--- src/hw/core_config_defs.svh ---
// constants for the core configuration register bank
// Function
// RULE1: branch target cache enable low invalidates all 64 entries, blocks new allocations.
// RULE2: every context synchronization flushes the branch target cache.
// RULE3: history enable low predicts CR/CTR conditional branches statically.
// RULE4: history enable high predicts from the 512-entry dynamic history table.
// RULE5: power-on reset clears history enable, sets all entries weakly not-taken.
// RULE6: stream-touch no-op high no-ops stream touches and cancels running streams.
// RULE7: cache-touch no-op high no-ops cache block touches; low executes them.
// RULE8: clock out is bus clock in hard reset; select 1/0 core, 1/1 bus.
// RULE9: first configuration register read and written at special register 1008.
// RULE10: software follows each write to it with a context synchronization.
// RULE11: second register bits 0..3 mirror PLL pins, read-only; rest reserved.
// RULE12: second configuration register readable at special register 1009.
// RULE13: software puts memory sync and context sync after second register writes.
// RULE14: memory subsystem control register sits at special register 1014.
// RULE15: reset zeroes its writable bits; read-only bits keep external values.
// RULE16: first register reserved bits 27 and 28 ignore writes, read zero.
`ifndef CORE_CONFIG_DEFS_SVH
`define CORE_CONFIG_DEFS_SVH

// special register numbers
`define SPR_CORE_HW_CONFIG    10'h3F0
`define SPR_PLL_CONFIG_MIRROR 10'h3F1
`define SPR_MEM_SUBSYS_CTRL   10'h3F6

// field positions, lsb-based (big-endian bit n sits at 31-n)
`define HW_BRANCH_TARGET_CACHE_ENABLE_EN_BIT    5
`define HW_BHT_EN_BIT     2
`define HW_DST_NOOP_BIT   1
`define HW_TOUCH_NOOP_BIT 0
`define HW_CLKSEL_HI_BIT  25
`define HW_CLKSEL_LO_BIT  13

// writable bits; reserved 27 and 28 masked out
`define HW_WRITE_MASK     32'hFFFF_FFE7
`define HW_RESET          32'h0000_0000

// pll mirror field sits in big-endian bits 0..3
`define PLL_FIELD_LSB     28

// memory subsystem control
`define MSS_RO_MASK       32'h0000_0003
`define MSS_RESET         32'h0000_0000

// branch history counter encodings
`define BHT_WEAK_NOT_TAKEN 2'h1
`define BHT_STRONG_TAKEN   2'h3
`define BHT_STRONG_NOT     2'h0

`endif

--- src/hw/core_config_pkg.sv ---
// types for the core configuration register bank
package core_config_pkg;

  typedef enum logic [1:0] {
    CLK_BUS,
    CLK_CORE,
    CLK_RESERVED
  } clkout_src_t;

  typedef struct packed {
    logic [31:0] hwCfg;
    logic [31:0] mssCtl;
    logic [63:0] bticValid;
    logic [31:0] rdData;
    logic        rdAck;
    logic        bticHit;
    logic        pendValid;
    logic        pendStatic;
    logic        pendUseTable;
    logic        predValid;
    logic        predTaken;
    logic        dstExec;
    logic        dstCancel;
    logic        touchExec;
    clkout_src_t clkSrc;
  } cfg_state_t;

  typedef struct packed {
    logic [511:0][1:0] cnt;
    logic [1:0]        rdData;
  } bht_state_t;

endpackage

--- src/hw/bht_table.sv ---
// 512-entry two-bit branch history counters with registered read
`timescale 1ns/1ns
`include "core_config_defs.svh"
module bht_table (
  input  wire logic       clk,      // core clock
  input  wire logic       rstn,     // power-on reset, active low
  input  wire logic [8:0] rdIdx,    // lookup index
  output logic      [1:0] rdData,   // counter, one cycle after lookup
  input  wire logic       upEn,     // resolve update strobe
  input  wire logic [8:0] upIdx,    // entry to update
  input  wire logic       upTaken   // resolved direction
);
  import core_config_pkg::*;

  bht_state_t st_r;
  bht_state_t st_nxt;
  logic [1:0] cur;

  // saturating counter update, read returns old value on collision
  always_comb begin
    st_nxt = st_r;
    cur = st_r.cnt[upIdx];
    st_nxt.rdData = st_r.cnt[rdIdx];
    if (upEn) begin
      if (upTaken && cur != `BHT_STRONG_TAKEN) begin
        st_nxt.cnt[upIdx] = cur + 2'h1;
      end else if (!upTaken && cur != `BHT_STRONG_NOT) begin
        st_nxt.cnt[upIdx] = cur - 2'h1;
      end
    end
  end

  // every entry starts weakly not-taken
  always_ff @(posedge clk) begin
    if (!rstn) begin
      st_r.cnt    <= {512{`BHT_WEAK_NOT_TAKEN}}; // RULE5
      st_r.rdData <= `BHT_WEAK_NOT_TAKEN;
    end else begin
      st_r <= st_nxt;
    end
  end

  assign rdData = st_r.rdData;

endmodule

--- src/hw/core_config_registers.sv ---
// core configuration registers and the branch/touch controls they steer
`timescale 1ns/1ns
`include "core_config_defs.svh"
module core_config_registers (
  input  wire logic        clk,          // core clock, 10 MHz
  input  wire logic        rstn,         // power-on reset, active low
  input  wire logic        hardResetN,   // hard reset pin, active low
  // special register moves
  input  wire logic [9:0]  sprNum,       // special register number
  input  wire logic        sprWrite,     // move-to strobe
  input  wire logic        sprRead,      // move-from strobe
  input  wire logic [31:0] sprWrData,    // move-to data
  output logic      [31:0] sprRdData,    // move-from data
  output logic             sprRdAck,     // read hit a mapped register
  // external levels
  input  wire logic [3:0]  pllCfg,       // pll pins, [0] is bit 0
  input  wire logic [31:0] mssRoIn,      // external read-only mss bits
  input  wire logic        ctxSync,      // context synchronization
  // branch target cache
  input  wire logic        bticAlloc,    // allocate request
  input  wire logic [5:0]  bticAllocIdx, // entry to allocate
  input  wire logic        bticLookup,   // lookup strobe
  input  wire logic [5:0]  bticLookIdx,  // entry to look up
  output logic             bticHit,      // lookup hit, one cycle later
  // branch prediction
  input  wire logic        brValid,      // conditional branch to predict
  input  wire logic [8:0]  brIdx,        // history index
  input  wire logic        brCrCtr,      // branch uses CR or CTR
  input  wire logic        brStatic,     // static prediction taken
  input  wire logic        brResolve,    // branch resolved strobe
  input  wire logic [8:0]  brResIdx,     // resolved history index
  input  wire logic        brResTaken,   // resolved direction
  output logic             predValid,    // prediction ready, 2 cycles
  output logic             predTaken,    // predicted direction
  // touch instructions
  input  wire logic        dstIssue,     // stream touch issued
  output logic             dstExec,      // stream touch performed
  output logic             dstCancel,    // cancel all running streams
  input  wire logic        touchIssue,   // cache block touch issued
  output logic             touchExec,    // cache block touch performed
  // clock out
  output core_config_pkg::clkout_src_t clkSrc // clock out source
);
  import core_config_pkg::*;

  // block state, apart from the history counters in u_bht, in one packed register
  cfg_state_t st_r;
  cfg_state_t st_nxt;
  logic [1:0] bhtRd;
  logic       wrHw;
  logic       wrMss;
  logic [31:0] hwNew;
  logic [31:0] pllWord;
  logic [31:0] mssView;
  logic       bticEn;
  logic       bhtEn;

  // history counters
  // updates only train while the table is enabled
  // reads run every cycle so the lookup stays two deep
  bht_table u_bht (
    .clk     (clk),
    .rstn    (rstn),
    .rdIdx   (brIdx),
    .rdData  (bhtRd),
    .upEn    (brResolve && bhtEn), // RULE4
    .upIdx   (brResIdx),
    .upTaken (brResTaken)
  );

  // decode and visible register values
  // reserved bits are masked on the way in, so they read
  // back zero without a second gate on the read path
  assign wrHw  = sprWrite && sprNum == `SPR_CORE_HW_CONFIG; // RULE9
  assign wrMss = sprWrite && sprNum == `SPR_MEM_SUBSYS_CTRL; // RULE14
  assign hwNew = sprWrData & `HW_WRITE_MASK; // RULE16
  assign bticEn = st_r.hwCfg[`HW_BRANCH_TARGET_CACHE_ENABLE_EN_BIT];
  assign bhtEn  = st_r.hwCfg[`HW_BHT_EN_BIT];
  assign pllWord = {pllCfg[0], pllCfg[1], pllCfg[2], pllCfg[3],
                    28'h000_0000}; // RULE11
  assign mssView = (st_r.mssCtl & ~`MSS_RO_MASK)
                 | (mssRoIn & `MSS_RO_MASK); // RULE15

  // next-state logic
  // every field defaults to holding; pulses below are
  // recomputed each cycle so they last one cycle
  always_comb begin
    st_nxt = st_r;

    // register writes; the pll mirror ignores moves to it
    // the mss read-only bits are dropped here so only the
    // external levels show through on a read
    if (wrHw) begin
      st_nxt.hwCfg = hwNew; // RULE9
    end
    if (wrMss) begin
      st_nxt.mssCtl = sprWrData & ~`MSS_RO_MASK;
    end

    // register reads, unmapped numbers read zero without ack
    // read data is zero outside the answer cycle, so a
    // careless sampler never picks up stale contents
    st_nxt.rdAck  = 1'b0;
    st_nxt.rdData = 32'h0000_0000;
    if (sprRead) begin
      unique case (sprNum)
        `SPR_CORE_HW_CONFIG: begin
          st_nxt.rdAck  = 1'b1;
          st_nxt.rdData = st_r.hwCfg; // RULE9
        end
        `SPR_PLL_CONFIG_MIRROR: begin
          st_nxt.rdAck  = 1'b1;
          st_nxt.rdData = pllWord; // RULE12
        end
        `SPR_MEM_SUBSYS_CTRL: begin
          st_nxt.rdAck  = 1'b1;
          st_nxt.rdData = mssView; // RULE14
        end
        default: begin
          st_nxt.rdAck  = 1'b0;
        end
      endcase
    end

    // branch target cache valid bits
    // the flush terms come last so a clear beats an
    // allocation in the same cycle; a disabled cache
    // keeps clearing for as long as the bit stays low
    if (bticAlloc && bticEn) begin
      st_nxt.bticValid[bticAllocIdx] = 1'b1; // RULE1
    end
    if (!bticEn) begin
      st_nxt.bticValid = 64'h0000_0000_0000_0000; // RULE1
    end
    if (ctxSync) begin
      st_nxt.bticValid = 64'h0000_0000_0000_0000; // RULE2
    end
    st_nxt.bticHit = bticLookup && bticEn
                   && st_r.bticValid[bticLookIdx]; // RULE1

    // prediction stage one waits for the table read
    // the table read issued this cycle returns next cycle,
    // so the request flags wait one stage alongside it
    st_nxt.pendValid    = brValid;
    st_nxt.pendStatic   = brStatic;
    st_nxt.pendUseTable = brCrCtr && bhtEn; // RULE3

    // prediction stage two picks table or static
    // only condition or count branches may use the table;
    // everything else keeps its static direction
    st_nxt.predValid = st_r.pendValid;
    if (st_r.pendUseTable) begin
      st_nxt.predTaken = bhtRd[1]; // RULE4
    end else begin
      st_nxt.predTaken = st_r.pendStatic; // RULE3
    end

    // touch instructions
    // a no-op bit set blocks the execute pulse; the cancel
    // fires once, on the write that turns stream no-op on,
    // which stops streams started before it
    st_nxt.dstExec = dstIssue && !st_r.hwCfg[`HW_DST_NOOP_BIT]; // RULE6
    st_nxt.dstCancel = wrHw && hwNew[`HW_DST_NOOP_BIT]
                     && !st_r.hwCfg[`HW_DST_NOOP_BIT]; // RULE6
    st_nxt.touchExec = touchIssue
                     && !st_r.hwCfg[`HW_TOUCH_NOOP_BIT]; // RULE7

    // clock out source
    // hard reset forces the bus clock regardless of the
    // select bits; the reserved codes are reported as such
    if (!hardResetN) begin
      st_nxt.clkSrc = CLK_BUS; // RULE8
    end else begin
      unique case ({st_r.hwCfg[`HW_CLKSEL_HI_BIT],
                    st_r.hwCfg[`HW_CLKSEL_LO_BIT]})
        2'b10:   st_nxt.clkSrc = CLK_CORE; // RULE8
        2'b11:   st_nxt.clkSrc = CLK_BUS; // RULE8
        default: st_nxt.clkSrc = CLK_RESERVED; // RULE8
      endcase
    end
  end

  // state register
  // sync reset; the branch cache starts empty and
  // history use starts disabled
  always_ff @(posedge clk) begin
    if (!rstn) begin
      st_r.hwCfg        <= `HW_RESET; // RULE5
      st_r.mssCtl       <= `MSS_RESET; // RULE15
      st_r.bticValid    <= 64'h0000_0000_0000_0000;
      st_r.rdData       <= 32'h0000_0000;
      st_r.rdAck        <= 1'b0;
      st_r.bticHit      <= 1'b0;
      st_r.pendValid    <= 1'b0;
      st_r.pendStatic   <= 1'b0;
      st_r.pendUseTable <= 1'b0;
      st_r.predValid    <= 1'b0;
      st_r.predTaken    <= 1'b0;
      st_r.dstExec      <= 1'b0;
      st_r.dstCancel    <= 1'b0;
      st_r.touchExec    <= 1'b0;
      st_r.clkSrc       <= CLK_BUS;
    end else begin
      st_r <= st_nxt;
    end
  end

  // outputs straight from the state register
  // no logic between the flops and the pins keeps every
  // output glitch free
  assign sprRdData = st_r.rdData;
  assign sprRdAck  = st_r.rdAck;
  assign bticHit   = st_r.bticHit;
  assign predValid = st_r.predValid;
  assign predTaken = st_r.predTaken;
  assign dstExec   = st_r.dstExec;
  assign dstCancel = st_r.dstCancel;
  assign touchExec = st_r.touchExec;
  assign clkSrc    = st_r.clkSrc;

endmodule
--- config.mk ---
export PLATFORM = sky130hd
export DESIGN_NAME = core_config_registers
export DESIGN_NICKNAME = d
export VERILOG_FILES = /design/src/hw/core_config_pkg.sv /design/src/hw/bht_table.sv /design/src/hw/core_config_registers.sv
export VERILOG_INCLUDE_DIRS = /design/src /design/src/hw
export SDC_FILE = /design/constraint.sdc
export NUM_CORES = 2
export LEC_CHECK = 0
export BUFFER_PORTS_ARGS = -buffer_cell sky130_fd_sc_hd__buf_2
export CORE_MARGIN = 3
export CORE_UTILIZATION = 45
export DETAILED_ROUTE_END_ITERATION = 8
export GPL_TIMING_DRIVEN = 0
export SETUP_SLACK_MARGIN = 0.3
export SLEW_MARGIN = 15
export SYNTH_ARGS = -nofsm -noshare
export SYNTH_HDL_FRONTEND = slang
export SYNTH_SLANG_ARGS = --single-unit
export TNS_END_PERCENT = 30
--- constraint.sdc ---
create_clock -name clk -period 15.9 [get_ports clk]
set_input_delay 3.18 -clock clk [delete_from_list [all_inputs] [get_ports clk]]
set_output_delay 3.18 -clock clk [all_outputs]
set_load 0.005 [all_outputs]
# Word level (Yosys, flattened, before mapping)
# Index checks and enable logic that the tools add are counted.
[op_classes] n_addsub=2 n_lt_le_gt_ge=6 n_eq_ne=6 n_mux=18 bitwise=4 reduce_logical=25
[op_table] cell="1024-bit bitwise mux" n=2
[op_table] cell="1024-bit two-way mux" n=2
[op_table] cell="32-bit case mux with 3 select lines" n=1
[op_table] cell="64-bit bitwise OR" n=1
[op_table] cell="2-bit binary-select mux with 9-bit select" n=2
[op_table] cell="32-bit by 2-bit bitwise OR with 32-bit output" n=1
[op_table] cell="10-bit equality test (second input constant)" n=3
[op_table] cell="9-bit by 10-bit less-than comparator with 1-bit output (second input constant)" n=2
[op_table] cell="2-bit demux with 9-bit select" n=1
[op_table] cell="1-bit logical AND" n=15
[op_table] cell="6-bit by 7-bit less-than comparator with 1-bit output (second input constant)" n=2
[op_table] cell="9-bit by 1-bit >= comparator with 1-bit output (second input constant)" n=1
[op_table] cell="1-bit binary-select mux with 6-bit select" n=1
[op_table] cell="1-bit demux with 6-bit select" n=1
[op_table] cell="6-bit by 1-bit >= comparator with 1-bit output (second input constant)" n=1
[op_table] cell="2-bit two-way mux" n=3
[op_table] cell="2-bit AND reduction" n=3
[op_table] cell="3-bit OR reduction" n=2
[op_table] cell="2-bit equality test (second input constant)" n=2
[op_table] cell="1-bit two-way mux" n=4
[op_table] cell="2-bit case mux with 2 select lines" n=1
[op_table] cell="2-bit nonzero test" n=2
[op_table] cell="1-bit zero test" n=3
[op_table] cell="2-bit by 1-bit adder with 2-bit output (second input constant)" n=1
[op_table] cell="other kinds (3)" n=4
[totals] ff_bits=1194 input_bits=123 out_inout_bits=41 elab_cells=589

# Longest topological paths before layout
[depth] ltp_word=7 depth_mapped=26 ltp_nobuf=15

# Modules after synthesis
# Synthesis repeated with hierarchy kept, for this count alone.
[unflattened] cells_unflattened=6675 hier_area_um2=63268.2
[modules_own_cells] mod="bht_table" n_inst=1 cells_per_inst=5963 area_each_um2=56744.4 seq_area_each_um2=20539.7
[modules_own_cells] mod="core_config_registers" n_inst=1 cells_per_inst=712 area_each_um2=6523.8 seq_area_each_um2=3363.2

# Worst setup path before layout
# No wires, ideal clock.
[synth_timing] path_type="input -> register" startpoint="input brResIdx[3]" endpoint="register u_bht.st_r[411] (netlist name)" setup_time_ns=0.076 arrival_time_ns=8.418 required_time_ns=15.824 slack_ns=7.406 cell_stages=22 n_path_buf=8 path_cell_list="buf_2 inv_1 buf_4 buf_2 buf_2 buf_2 buf_1 mux4_2 nand2_1 o311ai_0 nor4_1 nand4_1 or3_1 ha_1 nor2b_1 o211a_1 nor3b_1 nand3_1 clkbuf_1 clkbuf_1 or3_1 a21boi_0"
[synth_between] elab_chain_len=7 elab_cells_between_ends=19 classes_between="add/sub: 2; order compare: 2; eq/ne: 1; mux: 8; reduce/logical: 6"
[synth_lines] element="start, declared" line_no="core_config_registers.sv:31" source="input wire logic [8:0] brResIdx,"
[synth_lines] element="parallel branches: the longest is 7 deep, another holds 2-bit by 1-bit subtractor with 2-bit output"
[synth_lines] element="end signal, assigned" line_no="bht_table.sv:39" source="st_r <= st_nxt;"
[synth_lines] element="end, declared" line_no="bht_table.sv:15" source="bht_state_t st_r;"
# Parallel ways; which one is timed is not known. The select of a mux whose other input is x is not followed.
# A chain may end at the register's enable or synchronous reset.

# Worst setup path in the final report
[layout_timing] startpoint="input brResIdx[1]" endpoint="register u_bht.st_r[512] (netlist name)"
# The elaborated chain is that of the path after synthesis.

==> impl_metrics.yaml <==
power_and_ir_drop:
  p_leak_uw: 0.0210
  power_density_nw_per_um2: 103
  ir_drop_v: 0.0000972
  finalPower_uw: 6870
final_layout:
  syn_to_final_growth_pct: 12.8
  drive_gt1_share_pct: 14.9
  fin_util_pct: 51.3
  postLayoutCellArea_sq_um: 66700
  nets: 6402
  final_cell_count_no_fill: 8154
logic_synthesis:
  synth_nets: 6138
  yosys-top-cells-count: "dfxtp_1 (1193), o21ai_0 (1019), clkbuf_1 (625)"
  yosys.area.top_type: "dfxtp_1"
  syn_area_sq_um: 59200
  synthFlopType: "dfxtp_1"
  synth_top_area_share_pct: 40.4
  yosys_warnings: 0
  ys_types: 66
  syn-instance-count: 6013
  ys_async_sr_fraction_pct: 0
  ys_ff_latch: 1193
  avgSynthCellArea_sq_um: 9.84
  ys_seq_area_share_pct: 40.4
  synth_edf_count: 0
  synth.area.top_cells: "dfxtp_1 (40%), mux4_2 (16%), o21ai_0 (8.6%), a21boi_0 (6.8%), o311ai_0 (4.5%)"
  yosysMostFrequentCell: "dfxtp_1"
clock_tree:
  post_cts_resized: 0
  cts_made_buffers: 136
  clk_latency_ns: 0.81
  clk_path_buf_depth: 3
  htree_levels: 4
  cts_tree: "yes"
  clk_pin_slew_ns: 0.06
  clockRootBuffer: "clkbuf_16"
  clkSinkCount: 1193
  post-cts-setup-buffer-count: 0
  hold_buffers: 0
drt:
  vias: 59500
  drt_iter0_drc: 11000
  drc: 0
  firstDrtPassIters: 7
  wl_met3_microns: 47600
  wl_per_cell_microns: 37.1
  routedLengthMet1_microns: 109000
  top_layer: "met5"
  routed_wl_microns: 303000
  antenna_left: 0
  wl_met2_microns: 121000
  vias_per_cell: 7.30
die:
  start_util_pct: 45.5
  rows: 132
  io_pins: 164
  die_w_microns: 369
  core_area_sq_um: 130000
  die-area_sq_um: 136000
  die_y_microns: 369
grt:
  grt_overflow_total: 0
  grt_max_degree: 17
  grt_use_total_pct: 43.1
  antenna_found_initial: 46
  grt_pass1_wl_microns: 418000
  grt_pass1_vias: 54800
sta:
  slew_headroom_pct: 1.60
  rsz0062_at_grt: "false"
  hold_violations: 0
  post-route-min-period_ns: 12.18
  clock.fmax_ghz: 0.0821
  setup_viol: 0
  fin_crit_sh_pct: 76.6
  slew_viol_final: 0
  tns_ns: 0
  finalClockSkew_ns: 0.0405
  tightest_slew_ns: 1.48
hold_path:
  hp-start: "st_nxt[6]$_SDFF_PN0_"
  hold_path_end: "predValid$_SDFF_PN0_"
  hold_path_class: "reg -> reg"
  hold_depth: 1
worst_setup_path:
  reg2reg_from: "u_bht.st_r[136]$_SDFFE_PN1P_"
  crit_buf_inv: 11
  worstPathCellList: "buf_2 -> buf_4 -> buf_4 -> buf_2 -> buf_2 -> buf_2 -> clkbuf_1 -> mux4_2 -> mux4_2 -> a22o_1 -> o21ai_0 -> o21ai_0 -> or3_1 -> ha_1 -> nor2b_1 -> o211a_1 -> and3_1 -> buf_2 -> nand3_1 -> clkbuf_1 -> clkbuf_1 -> clkbuf_1 -> o21ai_0 -> o311ai_1"
  cp.required_ns: 16.53
  rr_worst_depth: 20
  critPathLaunchType: "input pin"
  cp_max_fo: 10
  end_kind: "flop"
  path_delay_family: "buffers and inverters"
  r2r_slack_ns: 8.53
  max_stage_delay_ns: 0.82
  cp_common_cell: "buf_2"
  rr_endpoint: "u_bht.st_r[512]$_SDFFE_PN1P_"
  cp.depth: 24
  crit_type: "in -> reg"
  slowest_stage: "clkbuf_1"
  cp.arrival_ns: 12.81
placed_design:
  dp_cells: 7880
  place_area_sq_um: 62100
  gp_congestion: 1.06
  port_buffers: 118
  dpl.hpwl_microns: 209000
outcome:
  outcome: "completed"
job:
  max-cap-violations: 0
==> power breakdown <==
part	internal [uW]	total [uW]	switching [uW]
clock	1910	3280	1370
sequential	2990	2990	0.295
combinational	139	599	460
total	5040	6870	1830
==> area by class of cell <==
cell class | count | area [sq um]
Fill cell | 12200 | 63300
Sequential cell | 1193 | 23900
Clock inverter | 37 | 528
Inverter | 15 | 56.3
Multi-Input combinational cell | 3978 | 31700
Clock buffer | 199 | 3980
Antenna cell | 37 | 92.6
Buffer | 827 | 3620
Timing Repair Buffer | 126 | 677
Tap cell | 1742 | 2180
==> state kept, by name, indices dropped and copies added, names as in the netlist <==
signal,cells
bhtEn,1
st_r,124
dstCancel,1
sprRdAck,1
sprRdData,32
touchExec,1
u_bht.rdData,1
predTaken,1
st_nxt,1
predValid,1
clkSrc,2
bticHit,1
dstExec,1
u_bht.st_r,1024
bticEn,1
==> metrics by stage <==
step | setup slack, ns | hold slack [ns]
2_1_floorplan | 7.41 | 0.411
3_3_place_gp | 3.07 | 0.415
3_5_place_dp | 3.63 | 0.427
4_1_cts | 4.45 | 0.439
5_1_grt | 4.01 | 0.444
6_report | 3.72 | 0.437
==> metal layers <==
metal  GRT usage [%]  vias up
met5               0        -
met4            30.4       14
met3            17.7     1353
met2            59.0     5254
met1            54.8    29400
li1                -    23500
==> cells in the final DEF (no fill, tap or decap), types with 7 or more instances in the layout <==
cell type and instances:
a21oi_1 84, dfxtp_1 1193, buf_2 175, diode_2 37
clkinv_2 16, mux2_2 9, o311ai_0 305, nand3_1 128
o221ai_1 23, and2_1 57, mux2i_1 146, bufinv_16 11
a21boi_0 533, a22oi_1 51, nor3_1 23, or3_1 307
buf_6 27, inv_1 10, nand2_1 349, mux4_2 428
o311ai_1 145, a211oi_1 7, o211ai_1 7, o21ai_0 1019
clkbuf_1 624, nor2b_1 18, buf_4 51, nand4_1 43
clkbuf_2 42, clkbuf_8 23, nand3b_1 7, o22ai_1 11
buf_1 64, nor2_1 179, clkbuf_16 141, nand2b_1 9
==> how the worst max path moves through the flow <==
stage / end / start / slack, ns
global route: u_bht.st_r[512]$_SDFFE_PN1P_ / brResIdx[1] / 4.01
detailed placement: u_bht.st_r[512]$_SDFFE_PN1P_ / brResIdx[1] / 3.63
CTS: u_bht.st_r[512]$_SDFFE_PN1P_ / brResIdx[1] / 4.45
finish: u_bht.st_r[512]$_SDFFE_PN1P_ / brResIdx[1] / 3.72
global placement: u_bht.st_r[968]$_SDFFE_PN1P_ / brResIdx[3] / 3.07
floorplan: u_bht.st_r[411]$_SDFFE_PN0P_ / brResIdx[3] / 7.41
==> worst register-to-register path, delay by kind of cell (launching register included) <==
kind / cells / cell delay (ns)
buf+inv: 7 / 3.15
compound gates: 6 / 1.59
simple gates: 4 / 0.99
mux: 2 / 0.99
flops: 1 / 0.31
fa+ha+maj: 1 / 0.23
==> cells by family after synthesis <==
| logic type | synth area share, % |
|---|---|
| and+or+nand+nor | 9.80 |
| adders and majority gates | 0.0423 |
| DFF | 40.4 |
| buffers and inverters | 6.13 |
| xor gates and xnor gates | 0.0296 |
| AOI/OAI and AO/OA | 24.7 |
| muxes | 18.9 |
Note: power is estimated with default switching activity, not from simulation.
